==> config.mk <==
export PLATFORM = sky130hd
export DESIGN_NAME = dcc_conn_ctrl
export DESIGN_NICKNAME = d
export VERILOG_FILES = /design/src/rtl/dcc_pkg.sv /design/src/rtl/dcc_conn_ctrl.sv
export SDC_FILE = /design/constraint.sdc
export NUM_CORES = 1
export LEC_CHECK = 0
export ABC_AREA = 1
export BUFFER_PORTS_ARGS = -buffer_cell sky130_fd_sc_hd__clkbuf_2
export CAP_MARGIN = 20
export CORE_MARGIN = 2
export CORE_UTILIZATION = 45
export CTS_CLUSTER_DIAMETER = 200
export DETAILED_ROUTE_END_ITERATION = 12
export PLACE_DENSITY_LB_ADDON = 0.1
export RECOVER_POWER = 50
export SYNTH_ARGS = -nofsm -noshare
export SYNTH_HDL_FRONTEND = slang
export SYNTH_SLANG_ARGS = --single-unit
==> constraint.sdc <==
create_clock -name i_clk_sys -period 1.7 [get_ports i_clk_sys]
set_input_delay 0.085 -clock i_clk_sys [delete_from_list [all_inputs] [get_ports i_clk_sys]]
set_output_delay 0.085 -clock i_clk_sys [all_outputs]
set_load 0.005 [all_outputs]
==> src/rtl/dcc_pkg.sv <==
package dcc_pkg;
    // Register byte offsets
    localparam logic [5:0] DCC_OFS_CMD = 6'h00;
    localparam logic [5:0] DCC_OFS_ARG_IP = 6'h04;
    localparam logic [5:0] DCC_OFS_ARG_PORT = 6'h08;
    localparam logic [5:0] DCC_OFS_CFG = 6'h0c;
    localparam logic [5:0] DCC_OFS_PARAM_IP = 6'h10;
    localparam logic [5:0] DCC_OFS_PARAM_PORT = 6'h14;
    localparam logic [5:0] DCC_OFS_SET_IP = 6'h18;
    localparam logic [5:0] DCC_OFS_SET_PORT = 6'h1c;
    localparam logic [5:0] DCC_OFS_STATUS = 6'h20;
    localparam logic [5:0] DCC_OFS_IRQ_STAT = 6'h24;
    localparam logic [5:0] DCC_OFS_IRQ_MASK = 6'h28;
    localparam logic [5:0] DCC_OFS_DEST_IP = 6'h2c;
    localparam logic [5:0] DCC_OFS_DEST_PORT = 6'h30;
    // Command register fields
    localparam int DCC_CMD_OP_LSB = 0;
    localparam int DCC_CMD_HAS_IP = 4;
    localparam int DCC_CMD_HAS_PORT = 5;
    localparam int DCC_CMD_PORT_HI = 6;
    // Config register fields
    localparam int DCC_CFG_ROLE_LSB = 0;
    localparam int DCC_CFG_TRANSPORT = 2;
    localparam int DCC_CFG_AUTO_ADDR = 3;
    // Status register fields
    localparam int DCC_ST_STATE_LSB = 0;
    localparam int DCC_ST_REPLY_LSB = 4;
    localparam int DCC_ST_CONN = 12;
    localparam int DCC_ST_OVF_LSB = 13;
    // Reset values
    localparam logic [3:0] DCC_CFG_RST = 4'h1;
    localparam logic [2:0] DCC_IRQ_MASK_RST = 3'h0;
    // Opcodes written to the command register
    localparam logic [3:0] DCC_OP_OPEN = 4'h1;
    localparam logic [3:0] DCC_OP_CLOSE = 4'h2;
    localparam logic [3:0] DCC_OP_ABORT = 4'h3;
    // Reply codes, ASCII
    localparam logic [7:0] DCC_REPLY_OK = 8'h41;
    localparam logic [7:0] DCC_REPLY_ERR = 8'h43;
    localparam logic [7:0] DCC_REPLY_REJ = 8'h52;
    localparam logic [7:0] DCC_REPLY_NONE = 8'h00;
    // Routing roles
    localparam logic [1:0] DCC_ROLE_SERVER = 2'h0;
    localparam logic [1:0] DCC_ROLE_BOTH = 2'h1;
    localparam logic [1:0] DCC_ROLE_CLIENT = 2'h2;
    // Interrupt bits
    localparam int DCC_IRQ_REPLY = 0;
    localparam int DCC_IRQ_UP = 1;
    localparam int DCC_IRQ_DOWN = 2;
    // Connection states, Gray along closed-opening-established-closing
    typedef enum logic [1:0] {
        DCC_CLOSED = 2'b00,
        DCC_OPENING = 2'b01,
        DCC_ESTABLISHED = 2'b11,
        DCC_CLOSING = 2'b10
    } dcc_state_t;
endpackage : dcc_pkg
==> src/rtl/dcc_conn_ctrl.sv <==
// Local design decisions: the register addresses and register access over Avalon-MM.
`timescale 1ns/1ps
// Functional notes
// Open uses TCP or UDP per the current transport selection.
// Optional destination is IP plus port 0-65535, both or neither.
// Open with only one destination field is malformed, never accepted.
// No fields, no incoming since parameters: use parameter endpoint.
// No fields, incoming accepted since parameters: reload stored settings endpoint.
// TCP open starts SYN handshake; UDP open sends one empty datagram.
// Open replies OK on acceptance, not on completion.
// Invalid data or partial destination gives error reply.
// Auto addressing on with no address yet gives rejected reply.
// Open rejected unless connection state is closed.
// Open rejected when routing role is server-only.
// Open meaningful only in server/client or client-only roles; code rejects only the server role, so role value 3 also opens.
// Close drops UDP at once, TCP via orderly FIN exchange.
// Abort drops UDP, resets TCP with an RST packet.
// Close and abort clear routing buffer overflow flags.
// Close and abort accepted at any time, even passive or idle.
// Close and abort always reply OK; teardown completes later.
// Destination parameter changes refused while a connection is active.
// Explicit state closed/opening/established/closing drives rejection and flag.
module dcc_conn_ctrl
    import dcc_pkg::*;
(
    // Clock and reset
    input wire logic i_clk_sys,
    input wire logic i_nrst,
    // Avalon-MM slave
    input wire logic [5:0] i_address,
    input wire logic i_read,
    input wire logic i_write,
    input wire logic [31:0] i_writedata,
    input wire logic [3:0] i_byteenable,
    output logic [31:0] o_readdata,
    output logic o_waitrequest,
    // Network engine, same clock
    input wire logic i_addr_obtained,
    input wire logic i_incoming_accepted,
    input wire logic i_link_up,
    input wire logic i_link_down,
    input wire logic [1:0] i_ovf_set,
    output logic o_tcp_syn,
    output logic o_udp_empty_dgram,
    output logic o_tcp_fin,
    output logic o_tcp_rst,
    output logic o_udp_drop,
    output logic [31:0] o_dest_ip,
    output logic [15:0] o_dest_port,
    // Status and interrupt
    output logic [1:0] o_ovf_flags,
    output logic o_conn_flag,
    output logic o_irq
);

    dcc_state_t state_reg;
    logic [3:0] cfg_reg;
    logic [31:0] param_ip_reg;
    logic [15:0] param_port_reg;
    logic [31:0] set_ip_reg;
    logic [15:0] set_port_reg;
    logic [31:0] arg_ip_reg;
    logic [15:0] arg_port_reg;
    logic incoming_since_reg;
    logic [7:0] reply_reg;
    logic [1:0] ovf_reg;
    logic [2:0] irq_stat_reg;
    logic [2:0] irq_mask_reg;
    logic tcp_reg;
    logic [31:0] dest_ip_reg;
    logic [15:0] dest_port_reg;
    logic [4:0] pulse_reg;
    logic [31:0] rdata_next;

    // Single-cycle accept; only full-word writes are honoured
    function automatic logic wr_hit(input logic [5:0] ofs);
        wr_hit = i_write && (i_address == ofs) && (i_byteenable == 4'hf);
    endfunction : wr_hit

    logic cmd_wr;
    logic [3:0] op;
    logic has_ip;
    logic has_port;
    logic [1:0] role;
    logic open_cmd;
    logic drop_cmd;
    logic open_err;
    logic open_rej;
    logic param_ok;

    assign cmd_wr = wr_hit(DCC_OFS_CMD);
    assign op = i_writedata[DCC_CMD_OP_LSB +: 4];
    assign has_ip = i_writedata[DCC_CMD_HAS_IP];
    assign has_port = i_writedata[DCC_CMD_HAS_PORT];
    assign role = cfg_reg[DCC_CFG_ROLE_LSB +: 2];
    assign open_cmd = cmd_wr && (op == DCC_OP_OPEN);
    assign drop_cmd = cmd_wr && ((op == DCC_OP_CLOSE) || (op == DCC_OP_ABORT));
    // partial destination
    // Unknown opcodes and an out-of-range port flag also count as invalid data
    assign open_err = (has_ip != has_port) || i_writedata[DCC_CMD_PORT_HI];
    // address not ready, not closed, server role
    assign open_rej = (cfg_reg[DCC_CFG_AUTO_ADDR] && !i_addr_obtained)
        || (state_reg != DCC_CLOSED)
        || (role == DCC_ROLE_SERVER);
    // parameter writes refused while not closed
    assign param_ok = (state_reg == DCC_CLOSED)
        && !(cfg_reg[DCC_CFG_AUTO_ADDR] && !i_addr_obtained);

    assign o_waitrequest = 1'b0;

    // Config and destination parameters
    always_ff @(posedge i_clk_sys or negedge i_nrst)
    begin
        if (!i_nrst)
        begin
            cfg_reg <= DCC_CFG_RST;
            param_ip_reg <= 32'h0;
            param_port_reg <= 16'h0;
            set_ip_reg <= 32'h0;
            set_port_reg <= 16'h0;
            arg_ip_reg <= 32'h0;
            arg_port_reg <= 16'h0;
            irq_mask_reg <= DCC_IRQ_MASK_RST;
        end
        else
        begin
            if (wr_hit(DCC_OFS_CFG))
                cfg_reg <= i_writedata[3:0];
            if (wr_hit(DCC_OFS_SET_IP))
                set_ip_reg <= i_writedata;
            if (wr_hit(DCC_OFS_SET_PORT))
                set_port_reg <= i_writedata[15:0];
            if (wr_hit(DCC_OFS_ARG_IP))
                arg_ip_reg <= i_writedata;
            // port field is 16 bits, 0-65535
            if (wr_hit(DCC_OFS_ARG_PORT))
                arg_port_reg <= i_writedata[15:0];
            // destination fixed during connection
            if (wr_hit(DCC_OFS_PARAM_IP) && param_ok)
                param_ip_reg <= i_writedata;
            if (wr_hit(DCC_OFS_PARAM_PORT) && param_ok)
                param_port_reg <= i_writedata[15:0];
            if (wr_hit(DCC_OFS_IRQ_MASK))
                irq_mask_reg <= i_writedata[2:0];
        end
    end

    // Incoming-since-parameters tracker; a new accept wins over a param write
    always_ff @(posedge i_clk_sys or negedge i_nrst)
    begin
        if (!i_nrst)
            incoming_since_reg <= 1'b0;
        else if (i_incoming_accepted)
            incoming_since_reg <= 1'b1;
        else if ((wr_hit(DCC_OFS_PARAM_IP) || wr_hit(DCC_OFS_PARAM_PORT)) && param_ok)
            incoming_since_reg <= 1'b0;
    end

    // connection state machine
    always_ff @(posedge i_clk_sys or negedge i_nrst)
    begin
        if (!i_nrst)
        begin
            state_reg <= DCC_CLOSED;
            tcp_reg <= 1'b0;
            dest_ip_reg <= 32'h0;
            dest_port_reg <= 16'h0;
        end
        else if (drop_cmd)
        begin
            // teardown accepted in any state
            // UDP drops at once; TCP close or abort waits in closing for link down
            state_reg <= (tcp_reg && state_reg != DCC_CLOSED) ? DCC_CLOSING : DCC_CLOSED;
        end
        else if (open_cmd && !open_err && !open_rej)
        begin
            state_reg <= DCC_OPENING;
            // transport from selection
            tcp_reg <= cfg_reg[DCC_CFG_TRANSPORT];
            if (has_ip)
            begin
                dest_ip_reg <= arg_ip_reg;
                dest_port_reg <= arg_port_reg;
            end
            else if (incoming_since_reg)
            begin
                // reload stored settings
                dest_ip_reg <= set_ip_reg;
                dest_port_reg <= set_port_reg;
            end
            else
            begin
                // recent parameter endpoint
                dest_ip_reg <= param_ip_reg;
                dest_port_reg <= param_port_reg;
            end
        end
        else
        begin
            unique case (state_reg)
                DCC_CLOSED:
                    if (i_incoming_accepted)
                        state_reg <= DCC_ESTABLISHED;
                DCC_OPENING:
                    if (i_link_down)
                        state_reg <= DCC_CLOSED;
                    else if (i_link_up)
                        state_reg <= DCC_ESTABLISHED;
                DCC_ESTABLISHED:
                    if (i_link_down)
                        state_reg <= DCC_CLOSED;
                DCC_CLOSING:
                    if (i_link_down)
                        state_reg <= DCC_CLOSED;
            endcase
        end
    end

    // Transport action pulses: syn, udp, fin, rst, udp drop
    always_ff @(posedge i_clk_sys or negedge i_nrst)
    begin
        if (!i_nrst)
            pulse_reg <= 5'h0;
        else
        begin
            // SYN for TCP, empty datagram for UDP
            pulse_reg[0] <= open_cmd && !open_err && !open_rej && cfg_reg[DCC_CFG_TRANSPORT];
            pulse_reg[1] <= open_cmd && !open_err && !open_rej && !cfg_reg[DCC_CFG_TRANSPORT];
            // FIN on close of TCP
            pulse_reg[2] <= drop_cmd && (op == DCC_OP_CLOSE) && tcp_reg
                && (state_reg != DCC_CLOSED);
            // RST on abort of TCP
            pulse_reg[3] <= drop_cmd && (op == DCC_OP_ABORT) && tcp_reg
                && (state_reg != DCC_CLOSED);
            pulse_reg[4] <= drop_cmd && !tcp_reg && (state_reg != DCC_CLOSED);
        end
    end

    // Reply code and overflow flags
    always_ff @(posedge i_clk_sys or negedge i_nrst)
    begin
        if (!i_nrst)
            reply_reg <= DCC_REPLY_NONE;
        else if (drop_cmd)
            // close and abort always OK
            reply_reg <= DCC_REPLY_OK;
        else if (open_cmd)
        begin
            // error first, role gate inside rejection
            if (open_err)
                reply_reg <= DCC_REPLY_ERR;
            else if (open_rej)
                reply_reg <= DCC_REPLY_REJ;
            else
                // OK on acceptance
                reply_reg <= DCC_REPLY_OK;
        end
        else if (cmd_wr)
            reply_reg <= DCC_REPLY_ERR;
    end

    always_ff @(posedge i_clk_sys or negedge i_nrst)
    begin
        if (!i_nrst)
            ovf_reg <= 2'h0;
        // clear overflow; a same-cycle overflow still sets
        else if (drop_cmd)
            ovf_reg <= i_ovf_set;
        else
            ovf_reg <= ovf_reg | i_ovf_set;
    end

    // Sticky interrupts: set wins over write-one-to-clear
    always_ff @(posedge i_clk_sys or negedge i_nrst)
    begin
        if (!i_nrst)
            irq_stat_reg <= 3'h0;
        else
        begin
            logic [2:0] clr;
            logic [2:0] set;
            clr = wr_hit(DCC_OFS_IRQ_STAT) ? i_writedata[2:0] : 3'h0;
            set = {state_reg != DCC_CLOSED && i_link_down,
                   state_reg == DCC_OPENING && i_link_up && !drop_cmd,
                   cmd_wr};
            irq_stat_reg <= (irq_stat_reg & ~clr) | set;
        end
    end

    // Read mux
    always_comb
    begin
        rdata_next = 32'h0;
        unique case (i_address)
            DCC_OFS_ARG_IP: rdata_next = arg_ip_reg;
            DCC_OFS_ARG_PORT: rdata_next = {16'h0, arg_port_reg};
            DCC_OFS_CFG: rdata_next = {28'h0, cfg_reg};
            DCC_OFS_PARAM_IP: rdata_next = param_ip_reg;
            DCC_OFS_PARAM_PORT: rdata_next = {16'h0, param_port_reg};
            DCC_OFS_SET_IP: rdata_next = set_ip_reg;
            DCC_OFS_SET_PORT: rdata_next = {16'h0, set_port_reg};
            DCC_OFS_STATUS: rdata_next = {17'h0, ovf_reg, o_conn_flag, reply_reg,
                                          2'h0, state_reg};
            DCC_OFS_IRQ_STAT: rdata_next = {29'h0, irq_stat_reg};
            DCC_OFS_IRQ_MASK: rdata_next = {29'h0, irq_mask_reg};
            DCC_OFS_DEST_IP: rdata_next = dest_ip_reg;
            DCC_OFS_DEST_PORT: rdata_next = {16'h0, dest_port_reg};
            default: rdata_next = 32'h0;
        endcase
    end

    // Read data registered but valid at the accepting edge is not possible
    // with zero wait, so readdata is taken combinationally from the registers
    assign o_readdata = i_read ? rdata_next : 32'h0;

    assign o_tcp_syn = pulse_reg[0];
    assign o_udp_empty_dgram = pulse_reg[1];
    assign o_tcp_fin = pulse_reg[2];
    assign o_tcp_rst = pulse_reg[3];
    assign o_udp_drop = pulse_reg[4];
    assign o_dest_ip = dest_ip_reg;
    assign o_dest_port = dest_port_reg;
    assign o_ovf_flags = ovf_reg;
    // connection flag from state
    assign o_conn_flag = (state_reg == DCC_ESTABLISHED);
    assign o_irq = |(irq_stat_reg & irq_mask_reg);

    // Assertions
    open_reject_a:
    assert property (@(posedge i_clk_sys) disable iff (!i_nrst)
        open_cmd && !drop_cmd && state_reg != DCC_CLOSED |=> reply_reg == DCC_REPLY_REJ
            || reply_reg == DCC_REPLY_ERR)
    else $error("open accepted while not closed");

    server_role_a:
    assert property (@(posedge i_clk_sys) disable iff (!i_nrst)
        open_cmd && role == DCC_ROLE_SERVER && !open_err |=> reply_reg == DCC_REPLY_REJ
            && !o_tcp_syn && !o_udp_empty_dgram)
    else $error("open in server role not rejected");

    partial_dest_a:
    assert property (@(posedge i_clk_sys) disable iff (!i_nrst)
        open_cmd && (has_ip != has_port) |=> reply_reg == DCC_REPLY_ERR
            && !o_tcp_syn && !o_udp_empty_dgram)
    else $error("partial destination accepted");

    auto_addr_a:
    assert property (@(posedge i_clk_sys) disable iff (!i_nrst)
        open_cmd && !open_err && cfg_reg[DCC_CFG_AUTO_ADDR] && !i_addr_obtained
            |=> reply_reg == DCC_REPLY_REJ)
    else $error("open without address not rejected");

    open_start_a:
    assert property (@(posedge i_clk_sys) disable iff (!i_nrst)
        open_cmd && !open_err && !open_rej |=> state_reg == DCC_OPENING
            && reply_reg == DCC_REPLY_OK && (o_tcp_syn ^ o_udp_empty_dgram))
    else $error("accepted open did not start transport");

    drop_ok_a:
    assert property (@(posedge i_clk_sys) disable iff (!i_nrst)
        drop_cmd |=> reply_reg == DCC_REPLY_OK)
    else $error("close or abort not answered OK");

    ovf_clear_a:
    assert property (@(posedge i_clk_sys) disable iff (!i_nrst)
        drop_cmd && i_ovf_set == 2'h0 |=> ovf_reg == 2'h0)
    else $error("overflow flags not cleared");

    param_lock_a:
    assert property (@(posedge i_clk_sys) disable iff (!i_nrst)
        state_reg != DCC_CLOSED && !drop_cmd |=> $stable(param_ip_reg)
            && $stable(param_port_reg))
    else $error("destination parameter changed while connected");

    tcp_rst_a:
    assert property (@(posedge i_clk_sys) disable iff (!i_nrst)
        drop_cmd && op == DCC_OP_ABORT && tcp_reg && state_reg != DCC_CLOSED
            |=> o_tcp_rst && !o_tcp_fin ##1 (!o_tcp_rst || $past(drop_cmd)))
    else $error("abort did not send a single reset");

    endpoint_a:
    assert property (@(posedge i_clk_sys) disable iff (!i_nrst)
        open_cmd && !open_err && !open_rej && !has_ip && !incoming_since_reg
            |=> o_dest_ip == $past(param_ip_reg) && o_dest_port == $past(param_port_reg))
    else $error("wrong parameter endpoint");

endmodule : dcc_conn_ctrl

**Yosys cells after proc, flatten, opt, wreduce, memory -nomap -nowiden**

Cells that the tools add are included.

- Bitwise gates (word level): 6
- Reduce and logical (&&, ||, !) cells: 65
- Eq/ne operators: 23
- Muxes and demuxes: 23

Operator list:

| cell | number |
|---|---|
| $pmux W32 S12 | 1 |
| $mux W32 | 3 |
| $logic_and A1 B1 Y1 | 43 |
| $mux W16 | 2 |
| $eq A6 B6 Y1 const B | 5 |
| $eq A6 B5 Y1 const B | 4 |
| $mux W8 | 3 |
| $mux W2 | 8 |
| $eq A6 B4 Y1 const B | 2 |
| $mux W5 | 2 |
| $eq A4 B2 Y1 const B | 2 |
| $logic_not A1 Y1 | 7 |
| $and A3 B3 Y3 | 2 |
| $eq A6 B3 Y1 const B | 1 |
| $logic_not A6 Y1 | 1 |
| $pmux W2 S3 | 1 |
| $logic_or A1 B1 Y1 | 5 |
| $ne A5 B5 Y1 const B | 1 |
| $eq A2 B2 Y1 const B | 2 |
| $eq A4 B1 Y1 const B | 1 |
| $eq A4 B4 Y1 const B | 1 |
| $logic_not A2 Y1 | 2 |
| $ne A4 B1 Y1 const B | 1 |
| $ne A4 B3 Y1 const B | 1 |
| other kinds (14) | 16 |

- Bits in registers: 221
- Output and inout port bits: 90

**Depth between registers and ports, before layout**

Gate-level depths: netlist of run 1.

- Depth in word-level cells: 8
- Mapped depth: 11

**Worst setup path after synthesis of run 1**

Ideal clock, no wire load.

- Path type: reg2reg
- Start point: register cfg_reg[0]
- End point: register dest_port_reg[0] (netlist: o_dest_port[0])
- Setup time: 132 ps
- Data required time: 1568 ps
- Setup slack: 237 ps
- Cell stages (with the launch flop): 10
- Data arrival time: 1331 ps
- Path through: dfstp_2 -> inv_1 -> nand2_1 -> nand3_1 -> nor2_1 -> nand3_4 -> buf_6 -> buf_6 -> nand2_1 -> o21ai_1

- Longest elaborated chain between the ends: 5

Ends and longest elaborated chain:

| what | RTL line | source |
|---|---|---|
| start, declared | dcc_conn_ctrl.sv:57 | `logic [3:0] cfg_reg;` |
| start signal, assigned | dcc_conn_ctrl.sv:128 | `cfg_reg <= i_writedata[3:0];` |
| $logic_not A2 Y1 | dcc_conn_ctrl.sv:104 | `\|\| (role == DCC_ROLE_SERVER);` |
| $logic_or A1 B1 Y1 | dcc_conn_ctrl.sv:104 |  |
| $logic_not A1 Y1 | dcc_conn_ctrl.sv:175 | `else if (open_cmd && !open_err && !open_rej)` |
| $logic_and A1 B1 Y1 | dcc_conn_ctrl.sv:175 |  |
| $reduce_and A2 Y1 (no line) | - |  |
| end signal, assigned | dcc_conn_ctrl.sv:183 | `dest_port_reg <= arg_port_reg;` |
| end signal, assigned | dcc_conn_ctrl.sv:189 | `dest_port_reg <= set_port_reg;` |
| end signal, assigned | dcc_conn_ctrl.sv:195 | `dest_port_reg <= param_port_reg;` |
| end, declared | dcc_conn_ctrl.sv:71 | `logic [15:0] dest_port_reg;` |

No other way between the ends.
A chain may end at the register's enable or synchronous reset.

**Worst setup path in the final report of run 1**

- Start point: register state_reg[1]
- End point: output o_readdata[12]

- Longest elaborated chain between the ends: 3

Ends and longest elaborated chain:

| what | RTL line | source |
|---|---|---|
| start, declared | dcc_conn_ctrl.sv:56 | `dcc_state_t state_reg;` |
| start signal, assigned | dcc_conn_ctrl.sv:173 | `state_reg <= (tcp_reg && state_reg != DCC_CLOSED) ? DCC_CLOSING : DCC_CLOSED;` |
| $eq A2 B2 Y1 | dcc_conn_ctrl.sv:325 | `assign o_conn_flag = (state_reg == DCC_ESTABLISHED);` |
| $pmux W32 S12 | dcc_conn_ctrl.sv:294 | `unique case (i_address)` |
| $mux W32 | dcc_conn_ctrl.sv:314 | `assign o_readdata = i_read ? rdata_next : 32'h0;` |
| end, declared | dcc_conn_ctrl.sv:35 | `output logic [31:0] o_readdata,` |

No other way between the ends.

==> results.toml, run 1 <==
[timing]
setup_slack_ns = -0.0332
worstMarginPinSlew_ns = 0.971
hold_viol = 0
timing.fmax_mhz = 577
skew_ns = 0.0103
period_needed_ns = 1.73
setup_viol = 1
finalCritPeriodShare_pct = 102
slew_viol_final = 0
grt_setup_unrepaired = "yes"
slew_headroom_pct = 35.2
finalSetupTns_ns = -0.0332
hold_ws_ns = 0.0146

[final_layout]
stdcell_area_mm2 = 0.0139
syn2layout_area_growth_pct = 27.3
nets = 1593
layout_common_cells = "nand2_1, dfrtp_1, clkbuf_2"
layout_commonest_cell = "nand2_1"
final_util_pct = 58.8
antennaDiodeCount = 0
drive_above_1_share_pct = 20.3
nFillCells = 2191
fin_cells = 1878

[detailed_routing]
route.detailed.drc = 0
drtPass1Iterations = 7
wl_per_cell_um = 18.1
vias = 9865
routed_via_density = 5.25
dr.first_iter.drc_count = 785
ant_nets = 0
wl_um = 34000

[synth]
ys.warnings.count = 0
synth-async-reset-ratio_pct = 100
synth_seq_cells = 217
ys_types = 37
synth_area_mm2 = 0.0109
syn_avg_cell_area_um2 = 8.12
synthesis.nets = 1394
synthFlopType = "dfrtp_1"
synth_edf_count = 0
seq_area_frac_synth_pct = 49.8
synthesis.instances = 1342

[clock_tree]
cts_tree = "yes"
numCtsBuffers = 25
clkSinkCount = 217
clockRootBuffer = "clkbuf_16"
path_clk_slew_ns = 0.06
clk_latency_ns = 0.53
htreeDepth = 1
clockBufferDepth = 3

[global_route]
grtUsageTotal_pct = 25.4
overflow = 0
antenna_found_initial = 0
grt_pass1_vias = 9396
grt_first_pass_wirelength_um = 52100
grt_max_degree = 73

[run_status]
status = "finished, violations left"
violations = "setup timing"

[critical_path]
cp_cell_sequence = "buf_6, nand2_4, inv_4, nand2_4, nand3_4, nor2_4, a21oi_2, buf_2"
crit_fanout = 3
critPathLaunchType = "register"
critPathArrivalTime_ns = 1.65
critPathMaxStageDelay_ns = 0.42
cp_num_buf_inv = 3
r2r_setup_slack_ns = 0.04
slowest_stage = "dfrtp_1"
cp.required_ns = 1.62
r2r_start = "state_reg[0]$_DFFE_PN0P_"
cp-end-kind = "output port"
path_class = "register to output port"
cp_top_family = "flip-flops"
r2r_end = "state_reg[0]$_DFFE_PN0P_"
reg2regPathDepth = 10
crit_top_cell = "nand2_4"

[floorplanning]
io_pins = 142
core-area_mm2 = 0.0236
floorplan.initialDensity_pct = 46.1
dieArea_mm2 = 0.0255
die_h_um = 160
row_count = 56
die_w_um = 160

[placed_design]
post_dp_cell_area_mm2 = 0.0123
dpl.cell_count = 1774
globalplace.congestion = 0.833
dpl.hpwl_um = 20300
portBuffers = 140

[power]
p_leak_uw = 0.00673
powerDensity_mw_per_mm2 = 841
irDropWorstVdd_mv = 0.780

[hold_path]
hold_class = "primary input to register"
hold_end = "state_reg[1]$_DFFE_PN0P_"
holdCritStartpoint = "i_byteenable[0]"
hold_path_depth = 6

[job]
cap_violations = 0
==> routing by layer <==
metal,track usage (%),vias to the layer above,routed length (um)
met5,0,-,0
met2,39.4,351,15000
li1,-,4790,-
met4,6.32,0,716
met1,38.0,4673,16000
met3,3.30,51,2310
==> layout make-up <==
class / instances / area, um^2 / share of cell area [%]
Inverter: 66 / 250 / 1.80
Tap cell: 319 / 399 / 2.88
Timing Repair Buffer: 246 / 2020 / 14.5
Multi-Input combinational cell: 985 / 4970 / 35.8
Clock buffer: 37 / 711 / 5.12
Clock inverter: 8 / 93.8 / 0.676
Sequential cell: 217 / 5430 / 39.2
==> power by group <==
group          leakage [uW]  internal, uW  switching [uW]
Combinational       0.00335           419             602
Sequential          0.00299          5240            65.2
Clock              0.000399          3190            2150
Total               0.00673          8850            2820
==> how the worst max path moves through the flow <==
stage	from	to	depth (start not counted)
global route	state_reg[1]$_DFFE_PN0P_	o_readdata[12]	8
finish	state_reg[1]$_DFFE_PN0P_	o_readdata[12]	8
floorplan	cfg_reg[0]$_DFFE_PN1P_	o_dest_port[0]$_DFFE_PN0P_	9
CTS	state_reg[1]$_DFFE_PN0P_	o_readdata[12]	8
global placement	i_address[1]	o_readdata[0]	13
detailed placement	i_address[1]	o_readdata[0]	13
==> worst min-delay path: cells and delay by family <==
kind | cells | cell delay (ns)
buffers and inverters | 1 | 0.09
AND/OR/NAND/NOR | 5 | 0.34
==> repair_timing <==
action	CTS	global route
hold buffers	40	0
setup endpoints to repair	3	110
resized for setup	8	61
hold endpoints to repair	348	0
cloned	0	8
pin swaps	6	10
setup buffers	3	8
==> cells in the mapped netlist, types with 5 or more instances <==
| master | n | area [um^2] |
|---|---|---|
| nor2_1 | 47 | 176 |
| buf_2 | 31 | 155 |
| o21a_1 | 42 | 315 |
| o21ai_2 | 16 | 140 |
| nand2_1 | 524 | 1970 |
| mux2i_1 | 48 | 480 |
| dfrtp_1 | 216 | 5410 |
| inv_1 | 60 | 225 |
| o21ai_0 | 109 | 546 |
| nand3_1 | 31 | 155 |
| buf_6 | 12 | 135 |
| o21ai_1 | 93 | 465 |
| inv_2 | 5 | 18.8 |
| nor2_2 | 6 | 37.5 |
| nor2_4 | 9 | 101 |
| a21oi_1 | 22 | 110 |
| a41oi_1 | 15 | 131 |
| clkbuf_1 | 25 | 93.8 |
==> cell families after synthesis <==
group / count (synthesis) / synth area share, %
buf+inv: 140 / 6.11
other cells: 1 / 0.0344
compound gates: 304 / 16.2
simple gates: 631 / 23.3
mux: 49 / 4.51
flops: 217 / 49.8
==> metrics by stage <==
| step | total power, uW | worst slack [ns] |
|---|---|---|
| after CTS | 11700 | -0.0772 |
| after detailed placement | 6170 | 0.0259 |
| after floorplan | 5750 | 0.237 |
| final | 11700 | -0.0332 |
| after global placement | 6160 | 0.0263 |
| after global routing | 12100 | -0.0747 |
(Power assumes the default switching activity.)
==> run 2, diff against run 1 <==
--- a/config.mk
+++ b/config.mk
@@ -14,6 +14,7 @@
 export DETAILED_ROUTE_END_ITERATION = 12
 export PLACE_DENSITY_LB_ADDON = 0.1
 export RECOVER_POWER = 50
+export SETUP_SLACK_MARGIN = 0.15
 export SYNTH_ARGS = -nofsm -noshare
 export SYNTH_HDL_FRONTEND = slang
 export SYNTH_SLANG_ARGS = --single-unit
==> run 2 against run 1 <==
Net effect:
- the flow still finishes with violations (setup timing)
- sequential share of layout area down 5.0 points
- global-route usage up 3.4 points
- die area unchanged
- critical path type is now register to register
- highest routed layer unchanged
==> results.toml, run 2 (synthesis results as in run 1) <==
[critical_path]
endpoint = "o_dest_ip[11]$_DFFE_PN0P_"
cp_top_family = "buffers and inverters"
worst-path-stages = 11
path_class = "register to register"
cp-end-kind = "register"
cp_cell_sequence = "buf_6, nor2_4, nand3_2, nor2_4, nand3_4, buf_12, buf_12, buf_12, buf_16, nand2_2, o21ai_1"
critPathLaunchType = "register"
reg2regPathDepth = 11
critPathMaxStageDelay_ns = 0.40
crit_top_cell = "buf_12"
cp_num_buf_inv = 5
critical_path.startpoint = "state_reg[0]$_DFFE_PN0P_"
r2r_end = "o_dest_ip[11]$_DFFE_PN0P_"
cp.required_ns = 2.12
crit_fanout = 5
r2r_setup_slack_ns = -0.12
critPathArrivalTime_ns = 2.23
slowest_stage = "dfrtp_1"
r2r_start = "state_reg[0]$_DFFE_PN0P_"

[timing]
worstMarginPinSlew_ns = 1.40
slew_viol_final = 0
slew_headroom_pct = 6.54
skew_ns = 0.0110
setup_slack_ns = -0.117
period_needed_ns = 1.82
grt_setup_unrepaired = "yes"
timing.fmax_mhz = 551
hold_viol = 0
setup_viol = 53
finalCritPeriodShare_pct = 107

[floorplanning]
io_pins = 142
core-area_mm2 = 0.0236
row_count = 56
dieArea_mm2 = 0.0255
die_w_um = 160
floorplan.initialDensity_pct = 46.1
die_h_um = 160

[final_layout]
final_util_pct = 67.5
syn2layout_area_growth_pct = 46.2
nets = 1684
layout_common_cells = "nand2_1, dfrtp_1, clkbuf_2"
layout_commonest_cell = "nand2_1"
antennaDiodeCount = 0
drive_above_1_share_pct = 33.0
fin_cells = 1969

[detailed_routing]
vias = 10817
wl_um = 41000
route.detailed.drc = 0
drtPass1Iterations = 6
dr.first_iter.drc_count = 1042
wl_per_cell_um = 20.8
routed_via_density = 5.49
ant_nets = 0

[clock_tree]
htreeDepth = 1
clockRootBuffer = "clkbuf_16"
numCtsBuffers = 25
clockBufferDepth = 3
clkSinkCount = 217
clk_latency_ns = 0.53
cts_tree = "yes"
path_clk_slew_ns = 0.06

[power]
sequentialPowerShare_pct = 44.8
p_leak_uw = 0.00787
power.internal_uw = 8910
p_sw_uw = 2930
swShare_pct = 24.7
powerDensity_mw_per_mm2 = 743
irDropWorstVdd_mv = 0.783
clkPwrFrac_pct = 45.5
p_comb_share_pct = 9.6

[global_route]
antenna_found_initial = 0
overflow = 0
grtUsageTotal_pct = 28.9
grt_pass1_vias = 10020
grt_first_pass_wirelength_um = 57900
grt_max_degree = 73

[placed_design]
globalplace.congestion = 0.833
portBuffers = 140
dpl.hpwl_um = 20300
dpl.cell_count = 1774

[job]
cap_violations = 0

[run_status]
violations = "setup timing"
status = "finished, violations left"

[hold_path]
hold_class = "primary input to register"
-- run 2: cell types whose count changed in the layout (fill, tap and decap cells not counted), moves of 13 or more --
cell | before | now
nand2_1 | 505 | 439
buf_4 | 23 | 67
nand2_2 | 14 | 53
nand2_4 | 9 | 34
buf_2 | 2 | 23
o21ai_2 | 21 | 38
clkbuf_2 | 127 | 112
buf_16 | 1 | 15
nor2_1 | 42 | 28
buf_12 | 23 | 36
clkbuf_16 | 29 | 42
-- run 2: power groups by stage --
| stage | combinational, uW | clock [uW] | sequential, uW |
|---|---|---|---|
| 2_1_floorplan | 340 | 0 | 5410 |
| 4_1_cts | 988 | 5440 | 5300 |
| 6_report | 1140 | 5390 | 5310 |
| 3_5_place_dp | 768 | 0 | 5400 |
| 3_3_place_gp | 769 | 0 | 5400 |
| 5_1_grt | 1230 | 5680 | 5310 |
-- run 2: per-stage QoR --
stage / setup slack [ns] / area [um^2] / power, uW / hold WS [ns] / TNS [ns]
finish: -0.117 / 15900 / 11800 / 0.0356 / -2.54
global route: -0.169 / 15900 / 12200 / 0.0632 / -11.66
CTS: -0.0772 / 14500 / 11700 / 0.0143 / -0.142
detailed placement: 0.0259 / 12300 / 6170 / 0.0325 / 0
global placement: 0.0263 / 12300 / 6160 / 0.0332 / 0
floorplan: 0.237 / 10900 / 5750 / -0.211 / 0
-- run 2: worst min-delay path by stage --
stage,slack [ns],to,depth (start not counted),startpoint
after floorplan,-0.21,arg_ip_reg[0]$_DFFE_PN0P_,0,i_nrst
after global routing,0.06,state_reg[1]$_DFFE_PN0P_,6,i_byteenable[0]
after detailed placement,0.03,cfg_reg[2]$_DFFE_PN0P_,1,i_nrst
final,0.04,state_reg[1]$_DFFE_PN0P_,6,i_byteenable[0]
after CTS,0.01,state_reg[1]$_DFFE_PN0P_,6,i_byteenable[0]
after global placement,0.03,cfg_reg[2]$_DFFE_PN0P_,1,i_nrst
-- run 2: layout make-up --
type | instances | area [um^2]
fillers | 1893 | 7680
multi-input cells | 986 | 5600
flip-flops and latches | 217 | 5430
repair buffers | 336 | 3440
clock buffers | 37 | 711
well taps | 319 | 399
inverters | 66 | 254
clock inverters | 8 | 93.8
-- run 2: repair_timing --
item	CTS	global route
cloned	14	20
setup buffers	38	38
pin swaps	30	89
endpoints found under the hold margin	349	0
hold buffers	40	0
resized for setup	92	212
setup endpoints to repair	88	207
-- run 2: worst min-delay path, stage by stage --
cell and delay [ns]:
clkbuf_2 0.09, nand4_1 0.07, nor3_1 0.07, nand2_1 0.06, nand3_1 0.08, nand2_1 0.08
-- run 2: metal layers --
layer	global-route usage (%)	up-vias	share of wire, %
met4	6.86	0	2.5
met5	0	-	0
met2	44.8	496	45
met3	5.25	80	8.6
met1	42.1	5251	44
li1	-	4990	-
==> run 3, diff against run 2 <==
--- a/config.mk
+++ b/config.mk
@@ -8,7 +8,6 @@
 export ABC_AREA = 1
 export BUFFER_PORTS_ARGS = -buffer_cell sky130_fd_sc_hd__clkbuf_2
 export CAP_MARGIN = 20
-export CORE_MARGIN = 2
 export CORE_UTILIZATION = 45
 export CTS_CLUSTER_DIAMETER = 200
 export DETAILED_ROUTE_END_ITERATION = 12
==> constraint.sdc (replaced) <==
create_clock -name i_clk_sys -period 2.3 [get_ports i_clk_sys]
set_input_delay 0.115 -clock i_clk_sys [delete_from_list [all_inputs] [get_ports i_clk_sys]]
set_output_delay 0.115 -clock i_clk_sys [all_outputs]
set_load 0.005 [all_outputs]
==> run 3 against run 2 <==
Net effect:
- the run ends with capacitance limit, slew limit left
- worst hold slack got worse by 0.029 ns
- clock power shrank 20%
- flip-flop and latch count unchanged
- largest power group unchanged
- utilization is 11 points lower
- first-iteration DRC count decreased by 27%
- register-to-register slack improved by 0.58 ns
==> results.toml, run 3 (synthesis results as in run 1) <==
[run_status]
status = "finished, violations left"
violations = "capacitance limit, slew limit"

[timing]
skew_ns = 0.0159
hold_ws_ns = 0.00652
timing.fmax_mhz = 515
slew_viol_final = 58
hold_viol = 0
slew_headroom_pct = -2.02
finalSetupTns_ns = 0
grt_setup_unrepaired = "no"
finalCritPeriodShare_pct = 84.4
period_needed_ns = 1.94
setup_viol = 0
worstMarginPinSlew_ns = 1.53

[global_route]
grt_pass1_vias = 9333
overflow = 0
grt_max_degree = 76
antenna_found_initial = 0
grt_first_pass_wirelength_um = 51000
grtUsageTotal_pct = 26.5

[critical_path]
r2r_end = "param_ip_reg[15]$_DFFE_PN0P_"
cp_num_buf_inv = 4
path_class = "primary input to output port"
critPathLaunchType = "primary input"
cp_cell_sequence = "clkbuf_1, nor2_4, nand3_1, nor2_1, buf_4, nand2_1, nand2_1, nor2_1, nand3_1, nand2_1, inv_1, clkbuf_2"
crit_top_cell = "nand2_1"
cp-end-kind = "output port"
crit_fanout = 17
r2r_setup_slack_ns = 0.46
cp_top_family = "simple AND/OR/NAND/NOR gates"
critPathMaxStageDelay_ns = 0.33
r2r_start = "state_reg[1]$_DFFE_PN0P_"
reg2regPathDepth = 7
slowest_stage = "buf_4"
cp.required_ns = 2.18
critPathArrivalTime_ns = 1.83

[detailed_routing]
routed.top_layer = "met4"
met3_length_um = 1850
ant_nets = 0
dr.first_iter.drc_count = 762
wl_met1_um = 15100
route.met2.wl_um = 14400
wl_per_cell_um = 17.2
routed_via_density = 5.19
route.detailed.drc = 0
drtPass1Iterations = 5
vias = 9615
wl_um = 31800

[final_layout]
syn2layout_area_growth_pct = 21.5
antennaDiodeCount = 0
final_util_pct = 56.1
drive_above_1_share_pct = 16.7
nets = 1566
layout_common_cells = "nand2_1, dfrtp_1, clkbuf_2"
layout_commonest_cell = "nand2_1"

[clock_tree]
cts_tree = "yes"
path_clk_slew_ns = 0.06
clockBufferDepth = 3
htreeDepth = 1
numCtsBuffers = 25
post_cts_resize_count = 0
clockRootBuffer = "clkbuf_16"
clkSinkCount = 217
clk_latency_ns = 0.52
ctsHoldBuffers = 37
postCtsSetupBuffers = 0

[power]
irDropWorstVdd_mv = 0.607
powerDensity_mw_per_mm2 = 668
p_leak_uw = 0.00640

[placed_design]
dpl.hpwl_um = 20700
globalplace.congestion = 0.870
portBuffers = 140

[hold_path]
hold_path_depth = 3
hold_class = "primary input to register"
hold_end = "set_ip_reg[6]$_DFFE_PN0P_"
holdCritStartpoint = "i_writedata[6]"

[floorplanning]
dieArea_mm2 = 0.0248
io_pins = 142
core-area_mm2 = 0.0236
die_w_um = 158
floorplan.initialDensity_pct = 46.1
row_count = 56
die_h_um = 158

[job]
cap_violations = 1
==> run 3: cell types whose count changed in the layout (fill, tap and decap cells not counted), moves of 16 or more <==
cell       delta
nor2_1       +21
clkbuf_2     +16
buf_2        -23
nand2_1      +85
o21ai_2      -22
buf_4        -38
nand2_2      -49
nand2_4      -34
clkbuf_16    -17
buf_12       -28
==> run 3: worst max-delay path by stage <==
stage / slack, ns / endpoint / cells after the start / startpoint
5_1_grt: 0.13 / set_port_reg[12]$_DFFE_PN0P_ / 3 / i_nrst
4_1_cts: 0.32 / o_readdata[12] / 8 / state_reg[0]$_DFFE_PN0P_
3_5_place_dp: 0.44 / o_readdata[15] / 9 / i_address[1]
6_report: 0.36 / o_readdata[1] / 12 / i_address[1]
2_1_floorplan: 0.84 / o_dest_port[0]$_DFFE_PN0P_ / 9 / cfg_reg[0]$_DFFE_PN1P_
3_3_place_gp: 0.47 / o_readdata[10] / 10 / i_address[1]
==> run 3: metrics by stage <==
stage / cells / power [uW] / setup slack, ns / cell area, um^2
finish: 1852 / 8840 / 0.358 / 13200
global route: 1852 / 9150 / 0.129 / 13200
CTS: 1852 / 8940 / 0.316 / 13300
detailed placement: 1769 / 4550 / 0.436 / 12000
global placement: 1769 / 4540 / 0.470 / 12000
floorplan: 1342 / 4250 / 0.837 / 10900
==> run 3: power breakdown <==
| part | leakage [uW] | total [uW] | switching [uW] | internal (uW) |
|---|---|---|---|---|
| clock | 0.000438 | 4330 | 1640 | 2700 |
| sequential | 0.00299 | 3910 | 40.5 | 3870 |
| combinational | 0.00298 | 589 | 388 | 201 |
==> run 3: layout make-up <==
type	instances	area [um^2]
fillers	2256	10400
repair buffers	219	1470
clock buffers	32	692
multi-input cells	985	4780
clock inverters	14	213
flip-flops and latches	217	5430
inverters	66	248
well taps	319	399
==> run 3: tightest hold or removal path: stages <==
cell and delay [ns]:
clkbuf_2 0.07, inv_1 0.12, o21ai_0 0.18
==> run 3: layer usage <==
layer	up-vias	global-route usage (%)
li1	4743	-
met1	4537	38.7
met2	302	42.2
met3	33	3.34
met4	0	5.50
met5	-	0
